$ cat src/verilog/fael_defines.svh
`ifndef FAEL_DEFINES_SVH
`define FAEL_DEFINES_SVH

// ----------------------------------------
// Timing, base periods in milliseconds; derived values in ticks or clock cycles
// ----------------------------------------
`define FAEL_CLK_KHZ         40000
`define FAEL_TICK_MS         50
`define FAEL_FAST_PERIOD_MS  200
`define FAEL_BLINK_PERIOD_MS 500
`define FAEL_SLOW_PERIOD_MS  3000
`define FAEL_SLOW_ON_MS      1000
`define FAEL_TICK_CYC   (`FAEL_TICK_MS * `FAEL_CLK_KHZ)
`define FAEL_FAST_HALF  (`FAEL_FAST_PERIOD_MS / 2 / `FAEL_TICK_MS)
`define FAEL_BLINK_HALF (`FAEL_BLINK_PERIOD_MS / 2 / `FAEL_TICK_MS)
`define FAEL_SLOW_TICKS (`FAEL_SLOW_PERIOD_MS / `FAEL_TICK_MS)
`define FAEL_SLOW_ON    (`FAEL_SLOW_ON_MS / `FAEL_TICK_MS)
`define FAEL_BOOT_CYC   8

// ----------------------------------------
// Error codes
// ----------------------------------------
`define FAEL_CODE_SUPPLY  16'h002A
`define FAEL_CODE_RLOST   16'h1500
`define FAEL_CODE_REMOTE  16'h1500
`define FAEL_CODE_EXT     16'h1800
`define FAEL_CODE_HB      16'h1900
`define FAEL_HB_MAX_ID    8'h1C
`define FAEL_REMOTE_MIN   4'h2
`define FAEL_CODE_BATT    16'h0027
`define FAEL_CODE_RTC     16'h0026
`define FAEL_CODE_ID      16'h0011
`define FAEL_CODE_PW      16'h0012
`define FAEL_CODE_PWX     16'h002D
`define FAEL_CODE_RET0    16'h0050
`define FAEL_CODE_RET1    16'h0051
`define FAEL_CODE_RET2    16'h0052
`define FAEL_CODE_RET3    16'h0054
`define FAEL_CODE_RET4    16'h0055
`define FAEL_CODE_RET5    16'h0056
`define FAEL_CODE_RET6    16'h0059
`define FAEL_CODE_CARD    16'h005D

// ----------------------------------------
// Flag positions
// ----------------------------------------
`define FAEL_NFLAG     9
`define FAEL_F_SUPPLY  0
`define FAEL_F_REMOTE  1
`define FAEL_F_EXT     2
`define FAEL_F_BATT    3
`define FAEL_F_CLOCK   4
`define FAEL_F_ACCESS  5
`define FAEL_F_RETAIN  6
`define FAEL_F_CARD    7
`define FAEL_F_HB      8

// ----------------------------------------
// Event positions, lowest served first
// ----------------------------------------
`define FAEL_NEV     12
`define FAEL_E_SUP   0
`define FAEL_E_RLOST 1
`define FAEL_E_RERR  2
`define FAEL_E_EXT   3
`define FAEL_E_HB    4
`define FAEL_E_BATT  5
`define FAEL_E_RTC   6
`define FAEL_E_ID    7
`define FAEL_E_PW    8
`define FAEL_E_PWX   9
`define FAEL_E_RET   10
`define FAEL_E_CARD  11

`endif

$ cat src/verilog/fael_pkg.sv
package fael_pkg;
	typedef enum logic [4:0] {
		FAEL_M_IDLE = 5'h01,
		FAEL_M_FAST = 5'h02,
		FAEL_M_SLOW = 5'h04,
		FAEL_M_UPG  = 5'h08,
		FAEL_M_CARD = 5'h10
	} fael_mode_t;
endpackage

$ cat src/verilog/fael_sync.sv
`timescale 1ns/1ps
`default_nettype none

// ----------------------------------------
// Three-stage input filter
// ----------------------------------------
// A change is taken once the second and third stages agree.
module fael_sync #(
	parameter int W = 1
) (
	input  wire logic         clk,
	input  wire logic         rst_b,
	input  wire logic [W-1:0] d,
	output logic      [W-1:0] q
);
	logic [W-1:0] s1;
	logic [W-1:0] s2;
	logic [W-1:0] s3;

	always_ff @(posedge clk or negedge rst_b) begin
		if (!rst_b) begin
			s1 <= '0;
			s2 <= '0;
			s3 <= '0;
		end else begin
			s1 <= d;
			s2 <= s1;
			s3 <= s2;
		end
	end

	always_ff @(posedge clk or negedge rst_b) begin
		if (!rst_b) begin
			q <= '0;
		end else begin
			q <= (s2 & s3) | (q & (s2 | s3));
		end
	end
endmodule

`default_nettype wire

$ cat src/verilog/fael_top.sv
`timescale 1ns/1ps
`default_nettype none
`include "fael_defines.svh"

module fael_top
	import fael_pkg::*;
#(
	parameter int TICK_CYC = `FAEL_TICK_CYC
) (
	input  wire logic                   clk,
	input  wire logic                   rst_b,
	input  wire logic                   supply_bad,
	input  wire logic                   remote_lost,
	input  wire logic                   remote_err,
	input  wire logic [3:0]             remote_sub,
	input  wire logic                   ext_err,
	input  wire logic [3:0]             ext_sub,
	input  wire logic                   hb_err,
	input  wire logic [7:0]             hb_slave,
	input  wire logic                   battery_low,
	input  wire logic                   rtc_fail,
	input  wire logic                   fw_upgrade,
	input  wire logic                   card_busy,
	input  wire logic                   id_wrong,
	input  wire logic                   pw_wrong,
	input  wire logic                   pw_exceeded,
	input  wire logic                   retain_err,
	input  wire logic [2:0]             retain_sel,
	input  wire logic                   card_missing,
	input  wire logic                   boot_fail,
	input  wire logic                   cpu_run,
	input  wire logic [`FAEL_NFLAG-1:0] flag_clear,
	input  wire logic                   batt_report_on,
	input  wire logic                   batt_report_off,
	input  wire logic                   factory_restore,
	output logic                        run_led,
	output logic                        error_led,
	output logic                        battery_low_indicator,
	output logic [15:0]                 error_code,
	output logic                        code_strobe,
	output logic                        log_strobe,
	output logic                        supply_fault_flag,
	output logic                        remote_module_fault_flag,
	output logic                        extension_module_fault_flag,
	output logic                        battery_low_flag,
	output logic                        clock_fault_flag,
	output logic                        access_fault_flag,
	output logic                        retained_memory_fault_flag,
	output logic                        memory_card_fault_flag,
	output logic                        access_lockout,
	output logic                        upgrade_failed,
	output logic                        batt_report_en
);
	localparam int TW = $clog2(TICK_CYC);

	// ----------------------------------------
	// Input filtering
	// ----------------------------------------
	logic        s_sup;
	logic        s_rlost;
	logic        s_rerr;
	logic [3:0]  s_rsub;
	logic        s_ext;
	logic [3:0]  s_esub;
	logic        s_hb;
	logic [7:0]  s_slave;
	logic        s_batt;
	logic        s_rtc;
	logic        s_upg;
	logic        s_cbusy;
	logic        s_id;
	logic        s_pw;
	logic        s_pwx;
	logic        s_ret;
	logic [2:0]  s_rsel;
	logic        s_cmiss;
	logic        s_boot;
	logic        s_run;
	logic [34:0] s_bus;

	fael_sync #(.W(35)) u_sync (
		.clk   (clk),
		.rst_b (rst_b),
		.d     ({supply_bad, remote_lost, remote_err, remote_sub, ext_err,
		         ext_sub, hb_err, hb_slave, battery_low, rtc_fail, fw_upgrade,
		         card_busy, id_wrong, pw_wrong, pw_exceeded, retain_err,
		         retain_sel, card_missing, boot_fail, cpu_run}),
		.q     (s_bus)
	);

	assign {s_sup, s_rlost, s_rerr, s_rsub, s_ext, s_esub, s_hb, s_slave,
	        s_batt, s_rtc, s_upg, s_cbusy, s_id, s_pw, s_pwx, s_ret,
	        s_rsel, s_cmiss, s_boot, s_run} = s_bus;

	// ----------------------------------------
	// Timebase
	// ----------------------------------------
	logic [TW-1:0] tick_cnt;
	logic [5:0]    phase;
	logic          tick;

	assign tick = tick_cnt == TW'(TICK_CYC - 1);

	always_ff @(posedge clk or negedge rst_b) begin
		if (!rst_b) begin
			tick_cnt <= '0;
			phase    <= 6'h00;
		end else begin
			tick_cnt <= tick ? '0 : tick_cnt + 1'b1;
			if (tick) begin
				phase <= (phase == 6'(`FAEL_SLOW_TICKS - 1)) ? 6'h00 : phase + 6'h01;
			end
		end
	end

	// ----------------------------------------
	// Event capture and service
	// ----------------------------------------
	// Events raised together are queued so that none is lost;
	// the lowest position is reported first, one per cycle.
	logic [`FAEL_NEV-1:0] lvl;
	logic [`FAEL_NEV-1:0] lvl_q;
	logic [`FAEL_NEV-1:0] pend;
	logic [`FAEL_NEV-1:0] srv;
	logic [`FAEL_NFLAG-1:0] fset;
	logic [`FAEL_NFLAG-1:0] flags;
	logic [15:0] next_code;
	logic        next_ok;
	logic        next_log;
	logic        lock_set;

	always_comb begin
		lvl = '0;
		lvl[`FAEL_E_SUP]   = s_sup;
		lvl[`FAEL_E_RLOST] = s_rlost;
		lvl[`FAEL_E_RERR]  = s_rerr;
		lvl[`FAEL_E_EXT]   = s_ext;
		lvl[`FAEL_E_HB]    = s_hb;
		lvl[`FAEL_E_BATT]  = s_batt & batt_report_en;
		lvl[`FAEL_E_RTC]   = s_rtc;
		lvl[`FAEL_E_ID]    = s_id;
		lvl[`FAEL_E_PW]    = s_pw;
		lvl[`FAEL_E_PWX]   = s_pwx;
		lvl[`FAEL_E_RET]   = s_ret;
		lvl[`FAEL_E_CARD]  = s_cmiss;
	end

	assign srv = pend & (~pend + 1'b1);

	always_ff @(posedge clk or negedge rst_b) begin
		if (!rst_b) begin
			lvl_q <= '0;
			pend  <= '0;
		end else begin
			lvl_q <= lvl;
			pend  <= (pend & ~srv) | (lvl & ~lvl_q);
		end
	end

	function automatic logic [15:0] ret_code(input logic [2:0] sel);
		unique case (sel)
			3'h0: ret_code = `FAEL_CODE_RET0;
			3'h1: ret_code = `FAEL_CODE_RET1;
			3'h2: ret_code = `FAEL_CODE_RET2;
			3'h3: ret_code = `FAEL_CODE_RET3;
			3'h4: ret_code = `FAEL_CODE_RET4;
			3'h5: ret_code = `FAEL_CODE_RET5;
			default: ret_code = `FAEL_CODE_RET6;
		endcase
	endfunction

	always_comb begin
		next_code = 16'h0000;
		next_ok   = 1'b0;
		next_log  = 1'b0;
		fset      = '0;
		lock_set  = 1'b0;
		unique case (1'b1)
			srv[`FAEL_E_SUP]: begin
				next_code = `FAEL_CODE_SUPPLY;
				next_ok   = 1'b1;
				next_log  = 1'b1;
				fset[`FAEL_F_SUPPLY] = 1'b1;
			end
			srv[`FAEL_E_RLOST]: begin
				next_code = `FAEL_CODE_RLOST;
				next_ok   = 1'b1;
				next_log  = 1'b1;
				fset[`FAEL_F_REMOTE] = 1'b1;
			end
			srv[`FAEL_E_RERR]: begin
				next_code = `FAEL_CODE_REMOTE | {12'h000, s_rsub};
				next_ok   = s_rsub >= `FAEL_REMOTE_MIN;
				next_log  = next_ok;
				fset[`FAEL_F_REMOTE] = next_ok;
			end
			srv[`FAEL_E_EXT]: begin
				next_code = `FAEL_CODE_EXT | {12'h000, s_esub};
				next_ok   = 1'b1;
				next_log  = 1'b1;
				fset[`FAEL_F_EXT] = 1'b1;
			end
			srv[`FAEL_E_HB]: begin
				next_code = `FAEL_CODE_HB | {8'h00, s_slave};
				next_ok   = s_slave <= `FAEL_HB_MAX_ID;
				next_log  = next_ok;
				fset[`FAEL_F_HB] = next_ok;
			end
			srv[`FAEL_E_BATT]: begin
				next_code = `FAEL_CODE_BATT;
				next_ok   = 1'b1;
				fset[`FAEL_F_BATT] = 1'b1;
			end
			srv[`FAEL_E_RTC]: begin
				next_code = `FAEL_CODE_RTC;
				next_ok   = 1'b1;
				next_log  = 1'b1;
				fset[`FAEL_F_CLOCK] = 1'b1;
			end
			srv[`FAEL_E_ID], srv[`FAEL_E_PW]: begin
				next_code = srv[`FAEL_E_ID] ? `FAEL_CODE_ID : `FAEL_CODE_PW;
				next_ok   = 1'b1;
				next_log  = 1'b1;
				fset[`FAEL_F_ACCESS] = 1'b1;
			end
			srv[`FAEL_E_PWX]: begin
				next_code = `FAEL_CODE_PWX;
				next_ok   = 1'b1;
				next_log  = 1'b1;
				lock_set  = 1'b1;
				fset[`FAEL_F_ACCESS] = 1'b1;
			end
			srv[`FAEL_E_RET]: begin
				next_code = ret_code(s_rsel);
				next_ok   = s_rsel != 3'h7;
				next_log  = next_ok;
				fset[`FAEL_F_RETAIN] = next_ok;
			end
			srv[`FAEL_E_CARD]: begin
				next_code = `FAEL_CODE_CARD;
				next_ok   = 1'b1;
				next_log  = 1'b1;
				fset[`FAEL_F_CARD] = 1'b1;
			end
			default: begin
			end
		endcase
	end

	always_ff @(posedge clk or negedge rst_b) begin
		if (!rst_b) begin
			error_code  <= 16'h0000;
			code_strobe <= 1'b0;
			log_strobe  <= 1'b0;
		end else begin
			code_strobe <= next_ok;
			log_strobe  <= next_ok & next_log;
			if (next_ok) begin
				error_code <= next_code;
			end
		end
	end

	// ----------------------------------------
	// Sticky flags and lockout
	// ----------------------------------------
	// The access flag cannot be cleared while the lockout stands.
	logic [`FAEL_NFLAG-1:0] clr_eff;

	always_comb begin
		clr_eff = flag_clear;
		clr_eff[`FAEL_F_ACCESS] = flag_clear[`FAEL_F_ACCESS] & ~access_lockout;
	end

	always_ff @(posedge clk or negedge rst_b) begin
		if (!rst_b) begin
			flags <= '0;
		end else begin
			flags <= (flags & ~clr_eff) | fset;
		end
	end

	assign supply_fault_flag           = flags[`FAEL_F_SUPPLY];
	assign remote_module_fault_flag    = flags[`FAEL_F_REMOTE];
	assign extension_module_fault_flag = flags[`FAEL_F_EXT];
	assign battery_low_flag            = flags[`FAEL_F_BATT];
	assign clock_fault_flag            = flags[`FAEL_F_CLOCK];
	assign access_fault_flag           = flags[`FAEL_F_ACCESS];
	assign retained_memory_fault_flag  = flags[`FAEL_F_RETAIN];
	assign memory_card_fault_flag      = flags[`FAEL_F_CARD];

	always_ff @(posedge clk or negedge rst_b) begin
		if (!rst_b) begin
			access_lockout <= 1'b0;
		end else if (lock_set) begin
			access_lockout <= 1'b1;
		end else if (factory_restore) begin
			access_lockout <= 1'b0;
		end
	end

	always_ff @(posedge clk or negedge rst_b) begin
		if (!rst_b) begin
			batt_report_en <= 1'b1;
		end else if (batt_report_off) begin
			batt_report_en <= 1'b0;
		end else if (batt_report_on) begin
			batt_report_en <= 1'b1;
		end
	end

	// ----------------------------------------
	// Power-up upgrade check
	// ----------------------------------------
	// Only a failure reported just after reset counts; later changes
	// of the strap are ignored until the next reset.
	logic [3:0] boot_cnt;
	logic       boot_open;

	assign boot_open = boot_cnt != 4'(`FAEL_BOOT_CYC);

	always_ff @(posedge clk or negedge rst_b) begin
		if (!rst_b) begin
			boot_cnt       <= 4'h0;
			upgrade_failed <= 1'b0;
		end else begin
			if (boot_open) begin
				boot_cnt <= boot_cnt + 4'h1;
			end
			if (boot_open && s_boot) begin
				upgrade_failed <= 1'b1;
			end
		end
	end

	// ----------------------------------------
	// Indicators
	// ----------------------------------------
	fael_mode_t led_mode;
	fael_mode_t next_mode;
	logic       fast_on;
	logic       blink_on;
	logic       slow_on;
	logic       next_run;
	logic       next_err;
	logic       next_bat;

	assign fast_on  = (phase % 6'(2 * `FAEL_FAST_HALF)) < 6'(`FAEL_FAST_HALF);
	assign blink_on = (phase % 6'(2 * `FAEL_BLINK_HALF)) < 6'(`FAEL_BLINK_HALF);
	assign slow_on  = phase < 6'(`FAEL_SLOW_ON);

	always_comb begin
		if (s_upg || upgrade_failed) begin
			next_mode = FAEL_M_UPG;
		end else if (s_cbusy) begin
			next_mode = FAEL_M_CARD;
		end else if (s_sup) begin
			next_mode = FAEL_M_FAST;
		end else if (flags[`FAEL_F_REMOTE] || flags[`FAEL_F_EXT] || flags[`FAEL_F_HB]) begin
			next_mode = FAEL_M_SLOW;
		end else begin
			next_mode = FAEL_M_IDLE;
		end
	end

	always_comb begin
		next_run = s_run;
		next_err = 1'b0;
		unique case (next_mode)
			FAEL_M_UPG: begin
				next_run = blink_on;
				next_err = blink_on;
			end
			FAEL_M_CARD: begin
				next_run = blink_on;
				next_err = ~blink_on;
			end
			FAEL_M_FAST: next_err = fast_on;
			FAEL_M_SLOW: next_err = slow_on;
			FAEL_M_IDLE: next_err = 1'b0;
		endcase
		if (s_rtc) begin
			next_bat = blink_on;
		end else begin
			next_bat = s_batt & batt_report_en;
		end
	end

	always_ff @(posedge clk or negedge rst_b) begin
		if (!rst_b) begin
			led_mode              <= FAEL_M_IDLE;
			run_led               <= 1'b0;
			error_led             <= 1'b0;
			battery_low_indicator <= 1'b0;
		end else begin
			led_mode              <= next_mode;
			run_led               <= next_run;
			error_led             <= next_err;
			battery_low_indicator <= next_bat;
		end
	end
endmodule

`default_nettype wire

$ cat config.mk
export PLATFORM = sky130hd
export DESIGN_NAME = fael_top
export DESIGN_NICKNAME = d
export VERILOG_FILES = /design/src/verilog/fael_pkg.sv /design/src/verilog/fael_sync.sv /design/src/verilog/fael_top.sv
export VERILOG_INCLUDE_DIRS = /design/src /design/src/verilog
export SDC_FILE = /design/constraint.sdc
export NUM_CORES = 1
export LEC_CHECK = 0
export BUFFER_PORTS_ARGS = -buffer_cell sky130_fd_sc_hd__buf_2
export CORE_MARGIN = 3
export CORE_UTILIZATION = 40
export DETAILED_ROUTE_END_ITERATION = 16
export PLACE_DENSITY = 0.57
export SYNTH_ARGS = -nofsm -noshare
export SYNTH_HDL_FRONTEND = slang
export SYNTH_HIERARCHICAL = 1
export SYNTH_SLANG_ARGS = --single-unit
$ cat constraint.sdc
create_clock -name clk -period 2.3 [get_ports clk]
set_clock_uncertainty 0.2 [all_clocks]
set_input_delay 0.23 -clock clk [delete_from_list [all_inputs] [get_ports clk]]
set_output_delay 0.23 -clock clk [all_outputs]
set_load 0.01 [all_outputs]
* After elaboration in Yosys (flattened, before gate mapping)
Index checks and enable logic that the tools add are counted.
** Cells by class
- Add/subtract/negate cells :: 4
- Div/mod/pow operators :: 1
- Order comparisons :: 5
- Equality and inequality tests :: 14
- Mux-type cells :: 28
- Bitwise logic cells :: 19
- Reductions and logical operators :: 12
** Operator list (number)
- 16-bit one-hot mux with 11 select lines :: 1
- 35-bit bitwise AND :: 2
- 35-bit OR :: 2
- 12-bit bitwise AND :: 3
- 12-bit inverter :: 3
- 4-bit one-hot mux with 6 select lines :: 1
- 21-bit by 1-bit adder with 21-bit output (second input constant) :: 1
- 21-bit equality test (second input constant) :: 1
- 21-bit two-way mux :: 1
- 1-bit two-way mux :: 15
- 12-bit by 1-bit adder with 12-bit output (second input constant) :: 1
- 12-bit OR :: 1
- 5-bit two-way mux :: 2
- 9-bit bitwise AND :: 1
- 9-bit inverter :: 1
- 9-bit OR :: 1
- 9-bit OR reduction :: 1
- 8-bit by 5-bit less-or-equal comparator with 1-bit output (second input constant) :: 1
- 1-bit one-hot mux with 4 select lines :: 2
- 8-bit OR reduction :: 1
- 6-bit by 1-bit adder with 6-bit output (second input constant) :: 1
- 3-bit by 2-bit equality test with 1-bit output (second input constant) :: 2
- 3-bit equality test (second input constant) :: 2
- 6-bit equality test (second input constant) :: 1
- 27 further kinds :: 35
** Storage, ports and cells
- Flip-flop bits (word level) :: 228
- Bits of input ports :: 49
- Logic and storage cells :: 102

* Longest topological paths before layout
- Depth after elaboration :: 9
- Depth in mapped cells :: 9
- Gate-level depth less buffers :: 6

* Cells and area by module
The synthesis kept the hierarchy.
** Modules (own cells, without submodules)
- fael_top :: times used 1, cells each 400, area an instance 4006.3 um^2, sequential area each 2103.3 um^2
- fael_sync :: times used 1, cells each 175, area an instance 3897.5 um^2, sequential area each 3503.4 um^2

* Least setup slack after synthesis
Ideal clock, no wire load.
- Kind :: register -> register
- From :: register pend[2]
- To :: register error_code[3]
- Library setup time :: 0.125 ns
- Arrival time :: 2.165 ns
- Data required time :: 1.975 ns
- Slack :: -0.190 ns
- Cell stages (with the launch flop) :: 9
- Path buffers :: 3
- Clock period less this slack :: 2.490 ns
- Cells stage by stage :: dfrtp_1 > or4_1 > buf_2 > or3_1 > buf_2 > o211ai_2 > a21oi_2 > buf_6 > mux2_4
** Between the ends
- Longest elaborated chain between the ends :: 5
- Elaborated cells between the ends (all ways) :: 7
** Ends and longest elaborated chain
- from (decl) :: line fael_top.sv:123 : logic [`FAEL_NEV-1:0] pend;
- from (signal assigned) :: line fael_top.sv:156 : pend <= (pend & ~srv) | (lvl & ~lvl_q);
- 12-bit inverter :: line fael_top.sv:148 : assign srv = pend & (~pend + 1'b1);
- 12-bit by 1-bit adder with 12-bit output :: line fael_top.sv:148
- 12-bit bitwise AND (*) :: line fael_top.sv:148
- 9-bit OR reduction (no source line) or 2-bit OR reduction (tied branches)
- 1-bit one-hot mux with 4 select lines or 16-bit one-hot mux with 11 select lines (tied branches) :: line fael_top.sv:178 : unique case (1'b1)
- to (signal assigned) :: line fael_top.sv:259 : error_code <= next_code;
- to (decl) :: line fael_top.sv:39 : output logic [15:0] error_code,
Mark *: on every way between the ends. The rest lies on a longest branch, timed or not.
A chain may end at the register's enable or synchronous reset.

* Worst setup path after layout
- From :: register pend[0]
- To :: register error_code[5]
The elaborated chain is that of the path after synthesis.

==> summary.txt <==
Critical path
  – Worst Path Arrival: 2.51 ns
  – CP Buf/Inv Count: 1
  – R2r worst-path depth: 6
  – Crit-path max cell delay: 0.57 ns
  – Slowest library cell on the worst path: or4_4
  – R2R setup slack: -0.01 ns
  – Crit path capture type: register
  – Worst EP required: 2.50 ns
  – Reg-to-reg endpoint: error_code[5]
  – Startpoint types: register
  – Worst flop-to-flop path startpoint: pend[0]
  – Critical Path, Cell by Cell: or4_4 -> or3_4 -> o211ai_2 -> a21oi_2 -> buf_12 -> mux2_4
  – Crit path kind: register to register
  – Critical path peak fanout: 10
  – CP top delay family: simple AND/OR/NAND/NOR gates

Power
  – Pwr Density: 934 nW/um^2
  – Leakage: 4.59 nW
  – Max VDD drop: 0.507 mV

Detailed routing
  – 1st-iter DRT viols: 338
  – Vias/cell: 4.76
  – Post-route ant nets: 0
  – First drt pass iteration count: 4
  – DRC: 0
  – Final wirelength: 15200 um
  – Routed len/inst: 14.9 um
  – Vias: 4846

Global route
  – Antenna violations before repair: 0
  – Largest net degree at the start of global routing: 64
  – Global-route wire length before repair: between 20000 and 30000 um
  – Number of global-route vias before repair: 5065
  – Total GRT Usage: 0.145
  – GR Overflow Total: 0

Layout
  – Area Overhead vs Synth: 28.9%
  – Ratio of cells with drive above 1 in the final layout: 0.273
  – Final Util: 0.534
  – Nets: about 790
  – N_diodes: 0

Floorplanning
  – I/O pins: between 80 and 90
  – Num rows: 50
  – Core area: approximately 19000 sq um
  – Die H: 147 um
  – Initial Utilization: 0.414
  – Die Width: 147 um
  – Area of the die: 21500 sq um

Clocking
  – CTS Sinks: ~220
  – CTS H-tree lvls: 1
  – Root buf cell: clkbuf_16
  – CTS Buf Count: 24
  – Reg clk slew, reported paths: 0.06 ns
  – Clk_lat worst skew: 0.51 ns
  – CTS tree: built
  – Clock buffer depth: 3

Placement
  – Port Buf Inserts: 76
  – DP Worst Slack: -0.114 ns
  – DP Wirelength: 10400 um
  – GPL Wtd Cong: between 0.8 and 0.9

Timing
  – Final worst path period share: 1.01
  – Final hold vios: 0
  – Max Fclk: 0.432 GHz
  – Final worst path period need: 2.31 ns
  – Final Max Slew Viols: 0
  – Final setup violation count: 5
  – Fin worst setup slack: -0.0145 ns
  – RSZ-0062 raised after global routing: true

Yosys
  – Yosys top cell by area: dfrtp_1
  – Top cell type's share of synthesized area: 0.706
  – Seq/Total Area, Yosys: 0.709
  – Synth cell count leaders: dfrtp_1 (223), inv_1 (35), maj3_2 (35), o21ai_0 (35)
  – Post-Syn Area: 7900 sq um
  – Mapped Cells: roughly 580
  – Post-Syn Area per Cell: between 10 and 15 sq um
  – Dominant cells by area after synthesis: dfrtp_1 (71%), maj3_2 (5.0%), o21ai_0 (2.2%)
  – Unique masters post-synth: 57
  – Synth Register Bits: around 220
  – FFs w/ async S/R, synth: 1.00
  – Post-synth EDFFs: 0
  – Ys flop type: dfrtp_1
  – Ys Warns: 6
  – Most frequent cell after synthesis: dfrtp_1

Outcome
  – Violated checks: setup timing
  – Outcome: complete, but fails checks

Flow run
  – Max_cap viols: 0

Hold path
  – Worst min path class: input port to asynchronous set/reset pin
metrics by stage:
step	TNS [ns]	cell area, sq um	hold WS, ns	std cells	total power [mW]
after floorplan	-1.05	7920	-0.266	578	4.95
after global placement	-0.452	8810	0.00119	925	5.41
after detailed placement	-0.985	8810	0.0114	925	5.44
after CTS	-0.0176	10200	0.0582	1018	9.64
after global routing	-0.585	10200	0.0901	1018	9.96
final	-0.0541	10200	0.0514	1018	9.51
placed cells by master (no fill, tap or decap), types with 7 or more instances in the layout:
cell type / n
buf_2: 75
buf_4: 28
clkbuf_16: 24
dfrtp_1: 223
dlygate4sd3_1: 48
inv_1: 35
maj3_2: 35
nand2_1: 26
nand2b_1: 7
nand3_1: 19
nor2_1: 25
nor2b_1: 8
nor3_1: 7
o21ai_0: 34
xnor2_1: 11
xor2_1: 7
sequential cells by signal, summed over array words and instances (netlist names), 6 cells and up:
register    cells
u_sync/s1      35
phase           6
u_sync/q       35
pend           12
error_code     12
tick_cnt       21
u_sync/s2      35
u_sync/s3      35
flags           9
lvl_q          12
how the worst max path moves through the flow:
stage / start / end / slack [ns] / depth (start not counted)
floorplan: pend[2] / error_code[3] / -0.17 / 8
global placement: pend[0] / pend[11] / -0.11 / 5
detailed placement: pend[0] / error_code[1] / -0.11 / 6
CTS: pend[0] / error_code[5] / -0.006 / 6
global route: pend[0] / error_code[6] / -0.08 / 6
finish: pend[0] / error_code[5] / -0.01 / 6
metal layers:
metal / vias to the layer above / part of all wire / track usage / wire length (um)
li1: 2311 / - / - / -
met1: 2391 / 0.47 / 0.209 / 7140
met2: 117 / 0.46 / 0.224 / 6920
met3: 27 / 0.046 / 0.0289 / 701
met4: 0 / 0.027 / 0.0433 / 408
met5: - / 0 / 0 / 0
cell type report:
cell class | instances | area [sq um]
fill | 1611 | 8900
clock buffer | 29 | 659
sequential | 224 | 5610
multi-input combinational | 299 | 2100
tap | 260 | 325
timing repair buffer | 156 | 1160
inverter | 35 | 131
clock inverter | 15 | 204
report_power, final:
| part | total [mW] | switching, mW | internal, mW | leakage [nW] |
|---|---|---|---|---|
| Sequential | 4.47 | 0.223 | 4.25 | 2.66 |
| Combinational | 0.958 | 0.468 | 0.490 | 1.50 |
| Clock | 4.08 | 1.57 | 2.51 | 0.426 |
| Total | 9.51 | 2.26 | 7.25 | 4.59 |
worst reg2reg max path, cell delays in order, from the launching register on:
cell	delay (ns)
dfrtp_1	0.37
or4_4	0.57
or3_4	0.36
o211ai_2	0.18
a21oi_2	0.07
buf_12	0.15
mux2_4	0.29
cells by family after synthesis:
group	count (synthesis)	share of synthesized area
flip-flops	224	0.709
multiplexers	12	0.0188
AO/OA/AOI/OAI	91	0.0755
AND/OR/NAND/NOR	134	0.0885
XOR/XNOR	18	0.0199
other	1	0.000474
buffers and inverters	55	0.0296
adder cells (fa/ha/maj)	40	0.0578
repair_timing:
item,in CTS,in global routing
gates resized for setup,5,2
hold endpoints to repair,269,0
pin swaps,0,2
setup buffers,1,1
hold buffers,48,0
setup endpoints to repair,14,13
No activity file was read; power rests on OpenSTA's default activity.
